File: src/rtl/gpc_pkg.sv
`default_nettype none
package gpc_pkg;
    // ****************************************
    // geometry
    // ****************************************
    localparam int NUM_PORTS   = 13;
    localparam int PORT_W      = 8;
    localparam int NUM_PINS    = NUM_PORTS * PORT_W;
    localparam int ADDR_W      = 12;
    localparam int SYNC_STAGES = 2;

    // ****************************************
    // register map, byte offsets inside one port window
    // ****************************************
    localparam int          PORT_LSB        = 6;     // 0x40 bytes per port
    localparam logic [3:0]  PORT_IDX_MAX    = 4'hc;
    localparam logic [5:0]  OFS_DATA_OUT    = 6'h00;
    localparam logic [5:0]  OFS_PIN_STATE   = 6'h04;
    localparam logic [5:0]  OFS_DRIVE_MODE  = 6'h08;
    localparam logic [5:0]  OFS_PIN_CONFIG  = 6'h0c;
    localparam logic [5:0]  OFS_SOURCE_SEL  = 6'h10;
    localparam logic [5:0]  OFS_INT_MASK    = 6'h14;
    localparam logic [5:0]  OFS_INT_STATUS  = 6'h18;

    // pin config word fields, one bit per pin in each byte
    localparam int CFG_LVTTL_LSB   = 0;
    localparam int CFG_IN_DIS_LSB  = 8;
    localparam int CFG_OUT_DIS_LSB = 16;
    localparam int CFG_SLOW_LSB    = 24;
    localparam int DRIVE_FIELD_W   = 4;
    localparam int SRC_FIELD_W     = 2;

    // reset values
    localparam logic [7:0]  RST_DATA_OUT   = 8'h00;
    localparam logic [31:0] RST_DRIVE_MODE = 32'h0000_0000;
    localparam logic [31:0] RST_PIN_CONFIG = 32'h0000_0000;
    localparam logic [15:0] RST_SOURCE_SEL = 16'h0000;
    localparam logic [7:0]  RST_INT_MASK   = 8'h00;
    localparam logic [7:0]  RST_INT_STATUS = 8'h00;

    // pins that own a fixed-function peripheral slot
    localparam logic [NUM_PINS-1:0] FIXED_PIN_MAP = {NUM_PINS{1'b1}};

    // ****************************************
    // encodings
    // ****************************************
    typedef enum logic [3:0] {
        DRV_DISABLED    = 4'h0,
        DRV_STRONG      = 4'h1,
        DRV_RES_UP      = 4'h2,
        DRV_RES_DOWN    = 4'h3,
        DRV_WEAK_UP     = 4'h4,
        DRV_WEAK_DOWN   = 4'h5,
        DRV_OPEN_DRAIN  = 4'h6,
        DRV_OPEN_SOURCE = 4'h7,
        DRV_INPUT_ONLY  = 4'h8
    } gpc_drive_e;

    typedef enum logic [1:0] {
        SRC_DATA_REG = 2'h0,
        SRC_FIXED    = 2'h1,
        SRC_FABRIC   = 2'h2
    } gpc_source_e;
endpackage
`default_nettype wire

File: src/rtl/gpc_port_ctrl.sv
// Chosen here: the register offsets and the APB interface to the registers.
`timescale 1ns/10ps
`default_nettype none
module gpc_port_ctrl
    import gpc_pkg::*;
(
    input  wire logic                 clk,
    input  wire logic                 reset_n,
    input  wire logic                 psel,
    input  wire logic                 penable,
    input  wire logic                 pwrite,
    input  wire logic [ADDR_W-1:0]    paddr,
    input  wire logic [31:0]          pwdata,
    output logic      [31:0]          prdata,
    output logic                      pready,
    output logic                      pslverr,
    input  wire logic [NUM_PINS-1:0]  pad_in,
    output logic      [NUM_PINS-1:0]  pad_out,
    output logic      [NUM_PINS-1:0]  pad_oe_n,
    output logic      [NUM_PINS-1:0]  pad_pull_up,
    output logic      [NUM_PINS-1:0]  pad_pull_down,
    output logic      [NUM_PINS-1:0]  pad_weak,
    output logic      [NUM_PINS-1:0]  pad_in_en,
    output logic      [NUM_PINS-1:0]  pad_lvttl,
    output logic      [NUM_PINS-1:0]  pad_slow,
    input  wire logic [NUM_PINS-1:0]  fixed_fn_out,
    input  wire logic [NUM_PINS-1:0]  fabric_out,
    output logic      [NUM_PINS-1:0]  pin_to_fabric,
    input  wire logic                 hold_req,
    output logic      [NUM_PORTS-1:0] port_irq,
    output logic                      irq
);
    // ****************************************
    // state
    // ****************************************
    logic [NUM_PORTS-1:0][7:0]  data_out_ff;
    logic [NUM_PORTS-1:0][31:0] drive_ff;
    logic [NUM_PORTS-1:0][31:0] config_ff;
    logic [NUM_PORTS-1:0][15:0] source_ff;
    logic [NUM_PORTS-1:0][7:0]  mask_ff;
    logic [NUM_PORTS-1:0][7:0]  status_ff;
    logic [NUM_PORTS-1:0][7:0]  pin_state_ff;
    logic [31:0]                prdata_ff;
    logic                       pready_ff;
    logic                       pslverr_ff;
    logic [NUM_PORTS-1:0]       port_irq_ff;
    logic                       irq_ff;
    logic [NUM_PINS-1:0]        pad_out_ff;
    logic [NUM_PINS-1:0]        pad_oe_n_ff;
    logic [NUM_PINS-1:0]        pad_pull_up_ff;
    logic [NUM_PINS-1:0]        pad_pull_down_ff;
    logic [NUM_PINS-1:0]        pad_weak_ff;
    logic [NUM_PINS-1:0]        pad_in_en_ff;
    logic [NUM_PINS-1:0]        pad_lvttl_ff;
    logic [NUM_PINS-1:0]        pad_slow_ff;

    // ****************************************
    // combinational nets
    // ****************************************
    logic [NUM_PINS-1:0]        pin_sync;
    logic [NUM_PINS-1:0]        in_gate;
    logic [NUM_PINS-1:0]        in_eff;
    logic [NUM_PINS-1:0]        pin_event;
    logic [NUM_PINS-1:0]        nxt_out;
    logic [NUM_PINS-1:0]        nxt_oe_n;
    logic [NUM_PINS-1:0]        nxt_up;
    logic [NUM_PINS-1:0]        nxt_down;
    logic [NUM_PINS-1:0]        nxt_weak;
    logic [NUM_PINS-1:0]        nxt_lvttl;
    logic [NUM_PINS-1:0]        nxt_slow;
    logic [NUM_PINS-1:0]        state_flat;
    logic [NUM_PINS-1:0]        mask_flat;
    logic [3:0]                 acc_port;
    logic [5:0]                 acc_ofs;
    logic                       port_hit;
    logic                       wr_take;
    logic [31:0]                nxt_prdata;
    logic                       nxt_slverr;

    // ****************************************
    // apb slave: one-cycle answer, data latched in setup
    // ****************************************
    assign acc_port = paddr[PORT_LSB +: 4];
    assign acc_ofs  = {paddr[5:2], 2'b00};
    assign port_hit = (paddr[ADDR_W-1:PORT_LSB+4] == '0) && (acc_port <= PORT_IDX_MAX);
    assign wr_take  = psel && penable && pready_ff && pwrite && !pslverr_ff;

    // read mux and decode, sampled in the setup cycle
    always_comb
    begin
        nxt_prdata = 32'h0000_0000;
        nxt_slverr = 1'b0;
        if (!port_hit)
            nxt_slverr = 1'b1;
        else if (acc_ofs == OFS_DATA_OUT)
            nxt_prdata = {24'h00_0000, data_out_ff[acc_port]};
        else if (acc_ofs == OFS_PIN_STATE)
            nxt_prdata = {24'h00_0000, pin_state_ff[acc_port]};
        else if (acc_ofs == OFS_DRIVE_MODE)
            nxt_prdata = drive_ff[acc_port];
        else if (acc_ofs == OFS_PIN_CONFIG)
            nxt_prdata = config_ff[acc_port];
        else if (acc_ofs == OFS_SOURCE_SEL)
            nxt_prdata = {16'h0000, source_ff[acc_port]};
        else if (acc_ofs == OFS_INT_MASK)
            nxt_prdata = {24'h00_0000, mask_ff[acc_port]};
        else if (acc_ofs == OFS_INT_STATUS)
            nxt_prdata = {24'h00_0000, status_ff[acc_port]};
        else
            nxt_slverr = 1'b1;
    end

    // bus answer flops; pready rises only in the access cycle
    always_ff @(posedge clk or negedge reset_n)
    begin
        if (!reset_n)
        begin
            prdata_ff  <= 32'h0000_0000;
            pready_ff  <= 1'b0;
            pslverr_ff <= 1'b0;
        end
        else
        begin
            pready_ff <= psel && !penable;
            if (psel && !penable)
            begin
                prdata_ff  <= pwrite ? 32'h0000_0000 : nxt_prdata;
                pslverr_ff <= nxt_slverr;
            end
        end
    end

    // ****************************************
    // input path
    // ****************************************
    gpc_sync
    #(
        .WIDTH    (NUM_PINS)
    )
    u_pin_sync
    (
        .clk      (clk),
        .reset_n  (reset_n),
        .async_in (pad_in),
        .sync_out (pin_sync)
    );

    assign state_flat = pin_state_ff;
    assign mask_flat  = mask_ff;
    assign in_eff     = pin_sync & in_gate;
    assign pin_event  = in_eff ^ state_flat;     // both edges count as events

    // pin state follows the gated synchronised level
    always_ff @(posedge clk or negedge reset_n)
    begin
        if (!reset_n)
            pin_state_ff <= '0;
        else
            pin_state_ff <= in_eff;
    end

    // ****************************************
    // per-port registers and interrupt status
    // ****************************************
    genvar gp;
    generate
        for (gp = 0; gp < NUM_PORTS; gp++)
        begin : g_port
            logic [7:0] clr_bits;
            logic [7:0] set_bits;
            logic       wr_here;

            assign wr_here  = wr_take && (acc_port == 4'(gp));
            assign clr_bits = (wr_here && acc_ofs == OFS_INT_STATUS) ? pwdata[7:0] : 8'h00;
            assign set_bits = pin_event[gp*PORT_W +: PORT_W] & mask_ff[gp];

            // software-owned configuration
            always_ff @(posedge clk or negedge reset_n)
            begin
                if (!reset_n)
                begin
                    data_out_ff[gp] <= RST_DATA_OUT;
                    drive_ff[gp]    <= RST_DRIVE_MODE;
                    config_ff[gp]   <= RST_PIN_CONFIG;
                    source_ff[gp]   <= RST_SOURCE_SEL;
                    mask_ff[gp]     <= RST_INT_MASK;
                end
                else if (wr_here)
                begin
                    if (acc_ofs == OFS_DATA_OUT)
                        data_out_ff[gp] <= pwdata[7:0];
                    else if (acc_ofs == OFS_DRIVE_MODE)
                        drive_ff[gp] <= pwdata;
                    else if (acc_ofs == OFS_PIN_CONFIG)
                        config_ff[gp] <= pwdata;
                    else if (acc_ofs == OFS_SOURCE_SEL)
                        source_ff[gp] <= pwdata[15:0];
                    else if (acc_ofs == OFS_INT_MASK)
                        mask_ff[gp] <= pwdata[7:0];
                end
            end

            // sticky status: a new event beats a same-cycle clear
            always_ff @(posedge clk or negedge reset_n)
            begin
                if (!reset_n)
                    status_ff[gp] <= RST_INT_STATUS;
                else
                    status_ff[gp] <= (status_ff[gp] & ~clr_bits) | set_bits;
            end
        end
    endgenerate

    // one request per port plus a combined line
    always_ff @(posedge clk or negedge reset_n)
    begin
        if (!reset_n)
        begin
            port_irq_ff <= '0;
            irq_ff      <= 1'b0;
        end
        else
        begin
            for (int i = 0; i < NUM_PORTS; i++)
                port_irq_ff[i] <= |(status_ff[i] & mask_ff[i]);
            irq_ff <= |(status_ff & mask_ff);
        end
    end

    // ****************************************
    // per-pin output mux and driver decode
    // ****************************************
    genvar gb;
    generate
        for (gb = 0; gb < NUM_PINS; gb++)
        begin : g_pin
            localparam int PRT = gb / PORT_W;
            localparam int BIT = gb % PORT_W;
            gpc_drive_e  mode;
            gpc_source_e src;
            logic        val;
            logic        drive;
            logic        out_dis;

            assign mode    = gpc_drive_e'(drive_ff[PRT][BIT*DRIVE_FIELD_W +: DRIVE_FIELD_W]);
            assign src     = gpc_source_e'(source_ff[PRT][BIT*SRC_FIELD_W +: SRC_FIELD_W]);
            assign out_dis = config_ff[PRT][CFG_OUT_DIS_LSB + BIT];
            assign in_gate[gb] = (mode != DRV_DISABLED) && !config_ff[PRT][CFG_IN_DIS_LSB + BIT];
            assign nxt_lvttl[gb] = config_ff[PRT][CFG_LVTTL_LSB + BIT];
            assign nxt_slow[gb]  = config_ff[PRT][CFG_SLOW_LSB + BIT];

            // fixed functions bypass the fabric and only reach mapped pins
            always_comb
            begin
                val = data_out_ff[PRT][BIT];
                if (src == SRC_FIXED && FIXED_PIN_MAP[gb])
                    val = fixed_fn_out[gb];
                else if (src == SRC_FABRIC)
                    val = fabric_out[gb];
            end

            // resistive modes drive the active level and pull the other
            always_comb
            begin
                drive         = 1'b0;
                nxt_up[gb]    = 1'b0;
                nxt_down[gb]  = 1'b0;
                nxt_weak[gb]  = 1'b0;
                case (mode)
                    DRV_STRONG:      drive = 1'b1;
                    DRV_RES_UP:      begin drive = !val; nxt_up[gb] = 1'b1; end
                    DRV_RES_DOWN:    begin drive = val; nxt_down[gb] = 1'b1; end
                    DRV_WEAK_UP:     begin drive = !val; nxt_up[gb] = 1'b1; nxt_weak[gb] = 1'b1; end
                    DRV_WEAK_DOWN:   begin drive = val; nxt_down[gb] = 1'b1; nxt_weak[gb] = 1'b1; end
                    DRV_OPEN_DRAIN:  drive = !val;
                    DRV_OPEN_SOURCE: drive = val;
                    default:         drive = 1'b0;
                endcase
                nxt_out[gb]  = val;
                nxt_oe_n[gb] = !(drive && !out_dis);
            end
        end
    endgenerate

    // pad flops; hold freezes them so sleep keeps the last state
    always_ff @(posedge clk or negedge reset_n)
    begin
        if (!reset_n)
        begin
            pad_out_ff       <= '0;
            pad_oe_n_ff      <= '1;
            pad_pull_up_ff   <= '0;
            pad_pull_down_ff <= '0;
            pad_weak_ff      <= '0;
            pad_in_en_ff     <= '0;
            pad_lvttl_ff     <= '0;
            pad_slow_ff      <= '0;
        end
        else if (!hold_req)
        begin
            pad_out_ff       <= nxt_out;
            pad_oe_n_ff      <= nxt_oe_n;
            pad_pull_up_ff   <= nxt_up;
            pad_pull_down_ff <= nxt_down;
            pad_weak_ff      <= nxt_weak;
            pad_in_en_ff     <= in_gate;
            pad_lvttl_ff     <= nxt_lvttl;
            pad_slow_ff      <= nxt_slow;
        end
    end

    // ****************************************
    // outputs
    // ****************************************
    assign prdata        = prdata_ff;
    assign pready        = pready_ff;
    assign pslverr       = pslverr_ff;
    assign pad_out       = pad_out_ff;
    assign pad_oe_n      = pad_oe_n_ff;
    assign pad_pull_up   = pad_pull_up_ff;
    assign pad_pull_down = pad_pull_down_ff;
    assign pad_weak      = pad_weak_ff;
    assign pad_in_en     = pad_in_en_ff;
    assign pad_lvttl     = pad_lvttl_ff;
    assign pad_slow      = pad_slow_ff;
    assign pin_to_fabric = pin_state_ff;
    assign port_irq      = port_irq_ff;
    assign irq           = irq_ff;

    logic p0_strong;
    assign p0_strong = (drive_ff[0][3:0] == DRV_STRONG) && !config_ff[0][CFG_OUT_DIS_LSB] && !hold_req;
endmodule // gpc_port_ctrl
`default_nettype wire

File: src/rtl/gpc_sync.sv
`timescale 1ns/10ps
`default_nettype none
// ****************************************
// two-stage level synchroniser bank
// ****************************************
module gpc_sync
#(
    parameter int WIDTH = 8
)
(
    input  wire logic             clk,
    input  wire logic             reset_n,
    input  wire logic [WIDTH-1:0] async_in,
    output logic      [WIDTH-1:0] sync_out
);
    logic [WIDTH-1:0] meta_ff;
    logic [WIDTH-1:0] stable_ff;

    // first stage feeds only the second stage
    always_ff @(posedge clk or negedge reset_n)
    begin
        if (!reset_n)
        begin
            meta_ff   <= '0;
            stable_ff <= '0;
        end
        else
        begin
            meta_ff   <= async_in;
            stable_ff <= meta_ff;
        end
    end

    assign sync_out = stable_ff;
endmodule // gpc_sync
`default_nettype wire

File: config.mk
export PLATFORM = sky130hd
export DESIGN_NAME = gpc_port_ctrl
export DESIGN_NICKNAME = d
export VERILOG_FILES = /design/src/rtl/gpc_pkg.sv /design/src/rtl/gpc_port_ctrl.sv /design/src/rtl/gpc_sync.sv
export SDC_FILE = /design/constraint.sdc
export NUM_CORES = 2
export LEC_CHECK = 0
export BUFFER_PORTS_ARGS = -buffer_cell sky130_fd_sc_hd__buf_2
export CORE_AREA = 2 2 523 525
export DETAILED_ROUTE_END_ITERATION = 6
export DIE_AREA = 0 0 525 527
export SLEW_MARGIN = 20
export SYNTH_ARGS = -nofsm -noshare
export SYNTH_HDL_FRONTEND = slang
export SYNTH_SLANG_ARGS = --single-unit
File: constraint.sdc
create_clock -name clk -period 2.9 [get_ports clk]
set_input_delay 0 -clock clk [delete_from_list [all_inputs] [get_ports clk]]
set_output_delay 0 -clock clk [all_outputs]
set_load 0.02 [all_outputs]
==> flow_summary.json <==
{
  "status": "complete, no violations",
  "routed_wl_um": 558400,
  "timing.final.ws_setup_ps": 53.12,
  "avgSynthCellArea_um2": 12.78,
  "synthFlopType": "dfrtp_1",
  "wl_per_cell_um": 37.45,
  "routed_via_density": 6.076,
  "rsz0062_at_grt": "false",
  "cp-end-kind": "register",
  "dieArea_um2": 276700,
  "clkTransAtPathRegs_ps": 60,
  "reg2reg_from": "g_pin[26].src[1]",
  "cts_buffer_depth": 4,
  "rr_worst_depth": 9,
  "start_kind": "input port",
  "std_cell_rows": 192,
  "dpl_cell_area_um2": 127800,
  "final_nets": 11371,
  "ys_ff_latch": 2544,
  "synthArstFlopShare": 1.000,
  "r2r_end": "pad_oe_n[26]",
  "numCtsBuffers": 293,
  "area_delta_synth_final_pct": 26.51,
  "yosys.area.top_type": "dfrtp_1",
  "regToRegSetupSlack_ps": 140,
  "io_pins": 1346,
  "synth-seq-area-share": 0.5654,
  "pre_cts_slack_ps": 173.1,
  "grt_pass1_wl_um": 752400,
  "tns_ps": 0,
  "synth-edff-count": 0,
  "fin_crit_ps": 2847,
  "fp.dieW_um": 525,
  "critical_path_required_ps": 3690,
  "p_per_area_nw_per_um2": 557.3,
  "hpwl_um": 432700,
  "vias": 90599,
  "grt_max_degree": 164,
  "hold_depth": 8,
  "hold_path_class": "input port to register",
  "cts_tree": "done",
  "hold_slack_ps": 24.48,
  "ys_warn_count": 0,
  "cp.arrival_ps": 3640,
  "first_pass_iters": 6,
  "gp_congestion": 1.050,
  "synth_top_area_share": 0.5412,
  "layout-drive-gt1-share": 0.3975,
  "drcViolationCount": 0,
  "cts.sinks": 2544,
  "final.period_utilization": 0.9817,
  "syn_inst": 8825,
  "ir_drop_mv": 0.4476,
  "clockRootBuffer": "clkbuf_16",
  "finalClockSkew_ps": 57.18,
  "ant_nets": 0,
  "worstHoldEndpoint": "pad_oe_n[64]",
  "syn_area_um2": 112800,
  "synth_nets": 9187,
  "insertion_delay_ps": 940,
  "fmax_mhz": 351.3,
  "drv_cap": 0,
  "final-hold-violation-count": 0,
  "path_class": "input port to register",
  "setup_violations": 0,
  "ys_types": 73,
  "cts_setup_buffers": 0,
  "dpl.cell_count": 13822,
  "slew_headroom": 0.1462,
  "grt_pass1_vias": 87198,
  "synth_area_leaders": "dfrtp_1, mux2_2, mux4_2",
  "min_from": "fixed_fn_out[64]",
  "design_area_um2": 142700,
  "dr.first_iter.drc_count": 11155,
  "antenna_found_initial": 148,
  "port_buffers": 1343,
  "final-instance-count-excl-fill": 14910,
  "track_usage": 0.3961,
  "h-tree-depth": 5,
  "grt_overflow": 0,
  "leakagePower_nw": 68.73,
  "coreArea_um2": 271700,
  "slew_violations": 0,
  "start_util": 0.4153,
  "cp_max_fo": 25,
  "die_h_um": 527,
  "tightest_slew_ps": 1281
}
-- worst max-delay path, stage by stage --
cell and delay [ps]:
dlygate4sd3_1 600, buf_12 200, buf_4 190, o211a_4 190, or3_1 340, dlygate4sd3_1 620
a311oi_1 240, dlygate4sd3_1 580, o21ai_0 90, dlygate4sd3_1 580
-- metrics by stage --
stage	power (mW)	utilization
final	79.54	0.5254
after global routing	81.58	0.5251
after CTS	79.85	0.5246
after detailed placement	41.15	0.4705
after global placement	41.10	0.4705
after floorplan	38.32	-
-- placed cells by master, fill, tap and decap left out, types with 109 or more instances in the layout --
master / n
dfrtp_1: 2440
mux2_2: 1553
buf_2: 1330
nand2_1: 1088
o21ai_0: 559
buf_4: 525
dlygate4sd3_1: 480
clkbuf_16: 297
mux4_2: 264
mux2i_1: 258
nor2_1: 247
xor2_1: 209
nor4_1: 169
a21oi_1: 146
inv_1: 127
o41ai_1: 124
a22o_1: 111
o31ai_1: 109
-- state kept, by name (all words and copies together), names as in the netlist, 13 cells and up --
name                 count
pad_pull_down          104
prdata                  32
data_out_ff            104
drive_ff               416
pad_pull_up            104
pad_lvttl              104
u_pin_sync.meta_ff     104
u_pin_sync.sync_out    104
config_ff              416
port_irq                13
mask_ff                104
status_ff              104
pad_in_en              104
pad_oe_n               104
pad_out                104
g_pin.src              208
pin_to_fabric          104
pad_slow               104
pad_weak               104
-- cells by family after synthesis --
family / Yosys count / synth area share
xor gates and xnor gates: 313 / 0.02430
AOI/OAI and AO/OA: 1312 / 0.07468
DFF: 2544 / 0.5654
buffers and inverters: 674 / 0.02659
and+or+nand+nor: 1879 / 0.07564
muxes: 2103 / 0.2334
-- worst max path at each step --
stage | startpoint | cells after the start | slack [ps] | end
2_1_floorplan | pready | 7 | 630 | g_pin[18].src[1]
3_3_place_gp | paddr[8] | 10 | 200 | prdata[7]
3_5_place_dp | paddr[8] | 10 | 170 | prdata[7]
4_1_cts | paddr[9] | 10 | 80 | pslverr
5_1_grt | paddr[9] | 10 | 7 | pslverr
6_report | paddr[9] | 10 | 50 | pslverr
-- layout make-up --
cell class	instances	area (um^2)
sequential	2544	63790
fill	23774	129000
clock inverter	83	1152
inverter	129	490.5
antenna	77	192.7
clock buffer	447	8716
timing repair buffer	2434	17370
multi-input combinational	5607	46540
tap	3589	4491
-- cell usage after synthesis, types with 5 or more instances --
cell type	instances
buf_2	112
nor3b_1	107
and2_1	12
nor2_1	261
mux4_2	264
a32oi_1	6
clkbuf_1	326
nor3_1	22
a22o_1	111
nor2_4	5
buf_6	6
a31oi_1	21
nand4_1	17
inv_1	127
buf_1	25
buf_4	76
mux2_1	28
xnor2_1	104
a21oi_1	146
o22ai_1	36
nor4_1	219
mux2i_1	258
nor2b_1	14
o21ai_0	559
o31ai_1	109
nand3_1	55
a2111oi_0	7
nand2_1	1089
a221o_1	14
o41ai_1	124
a211oi_1	31
dfstp_2	104
a22oi_1	98
dfrtp_1	2440
xor2_1	209
a221oi_1	25
nor2_2	44
mux2_2	1553
-- routing by layer --
metal | wire length [um] | part of all wire | GRT usage | vias to the layer above
met1 | 221200 | 0.40 | 0.5323 | 47713
met2 | 228800 | 0.41 | 0.5476 | 5244
li1 | - | - | - | 36535
met3 | 62070 | 0.11 | 0.1173 | 1055
met5 | 364 | 0.00065 | 0 | -
met4 | 46060 | 0.082 | 0.2746 | 52
-- power breakdown --
group,switching (mW),internal [mW]
clock network,16.1,22.4
logic,3.40,1.55
registers,0.274,35.9
total,19.7,59.8
-- timing repair --
item | 4_1_cts | 5_1_grt
hold buffers | 481 | 0
endpoints found under the hold margin | 3827 | 0
resized for setup | 0 | 4
endpoints found under the setup margin | 0 | 1
Power figures use the tool's default switching activity.
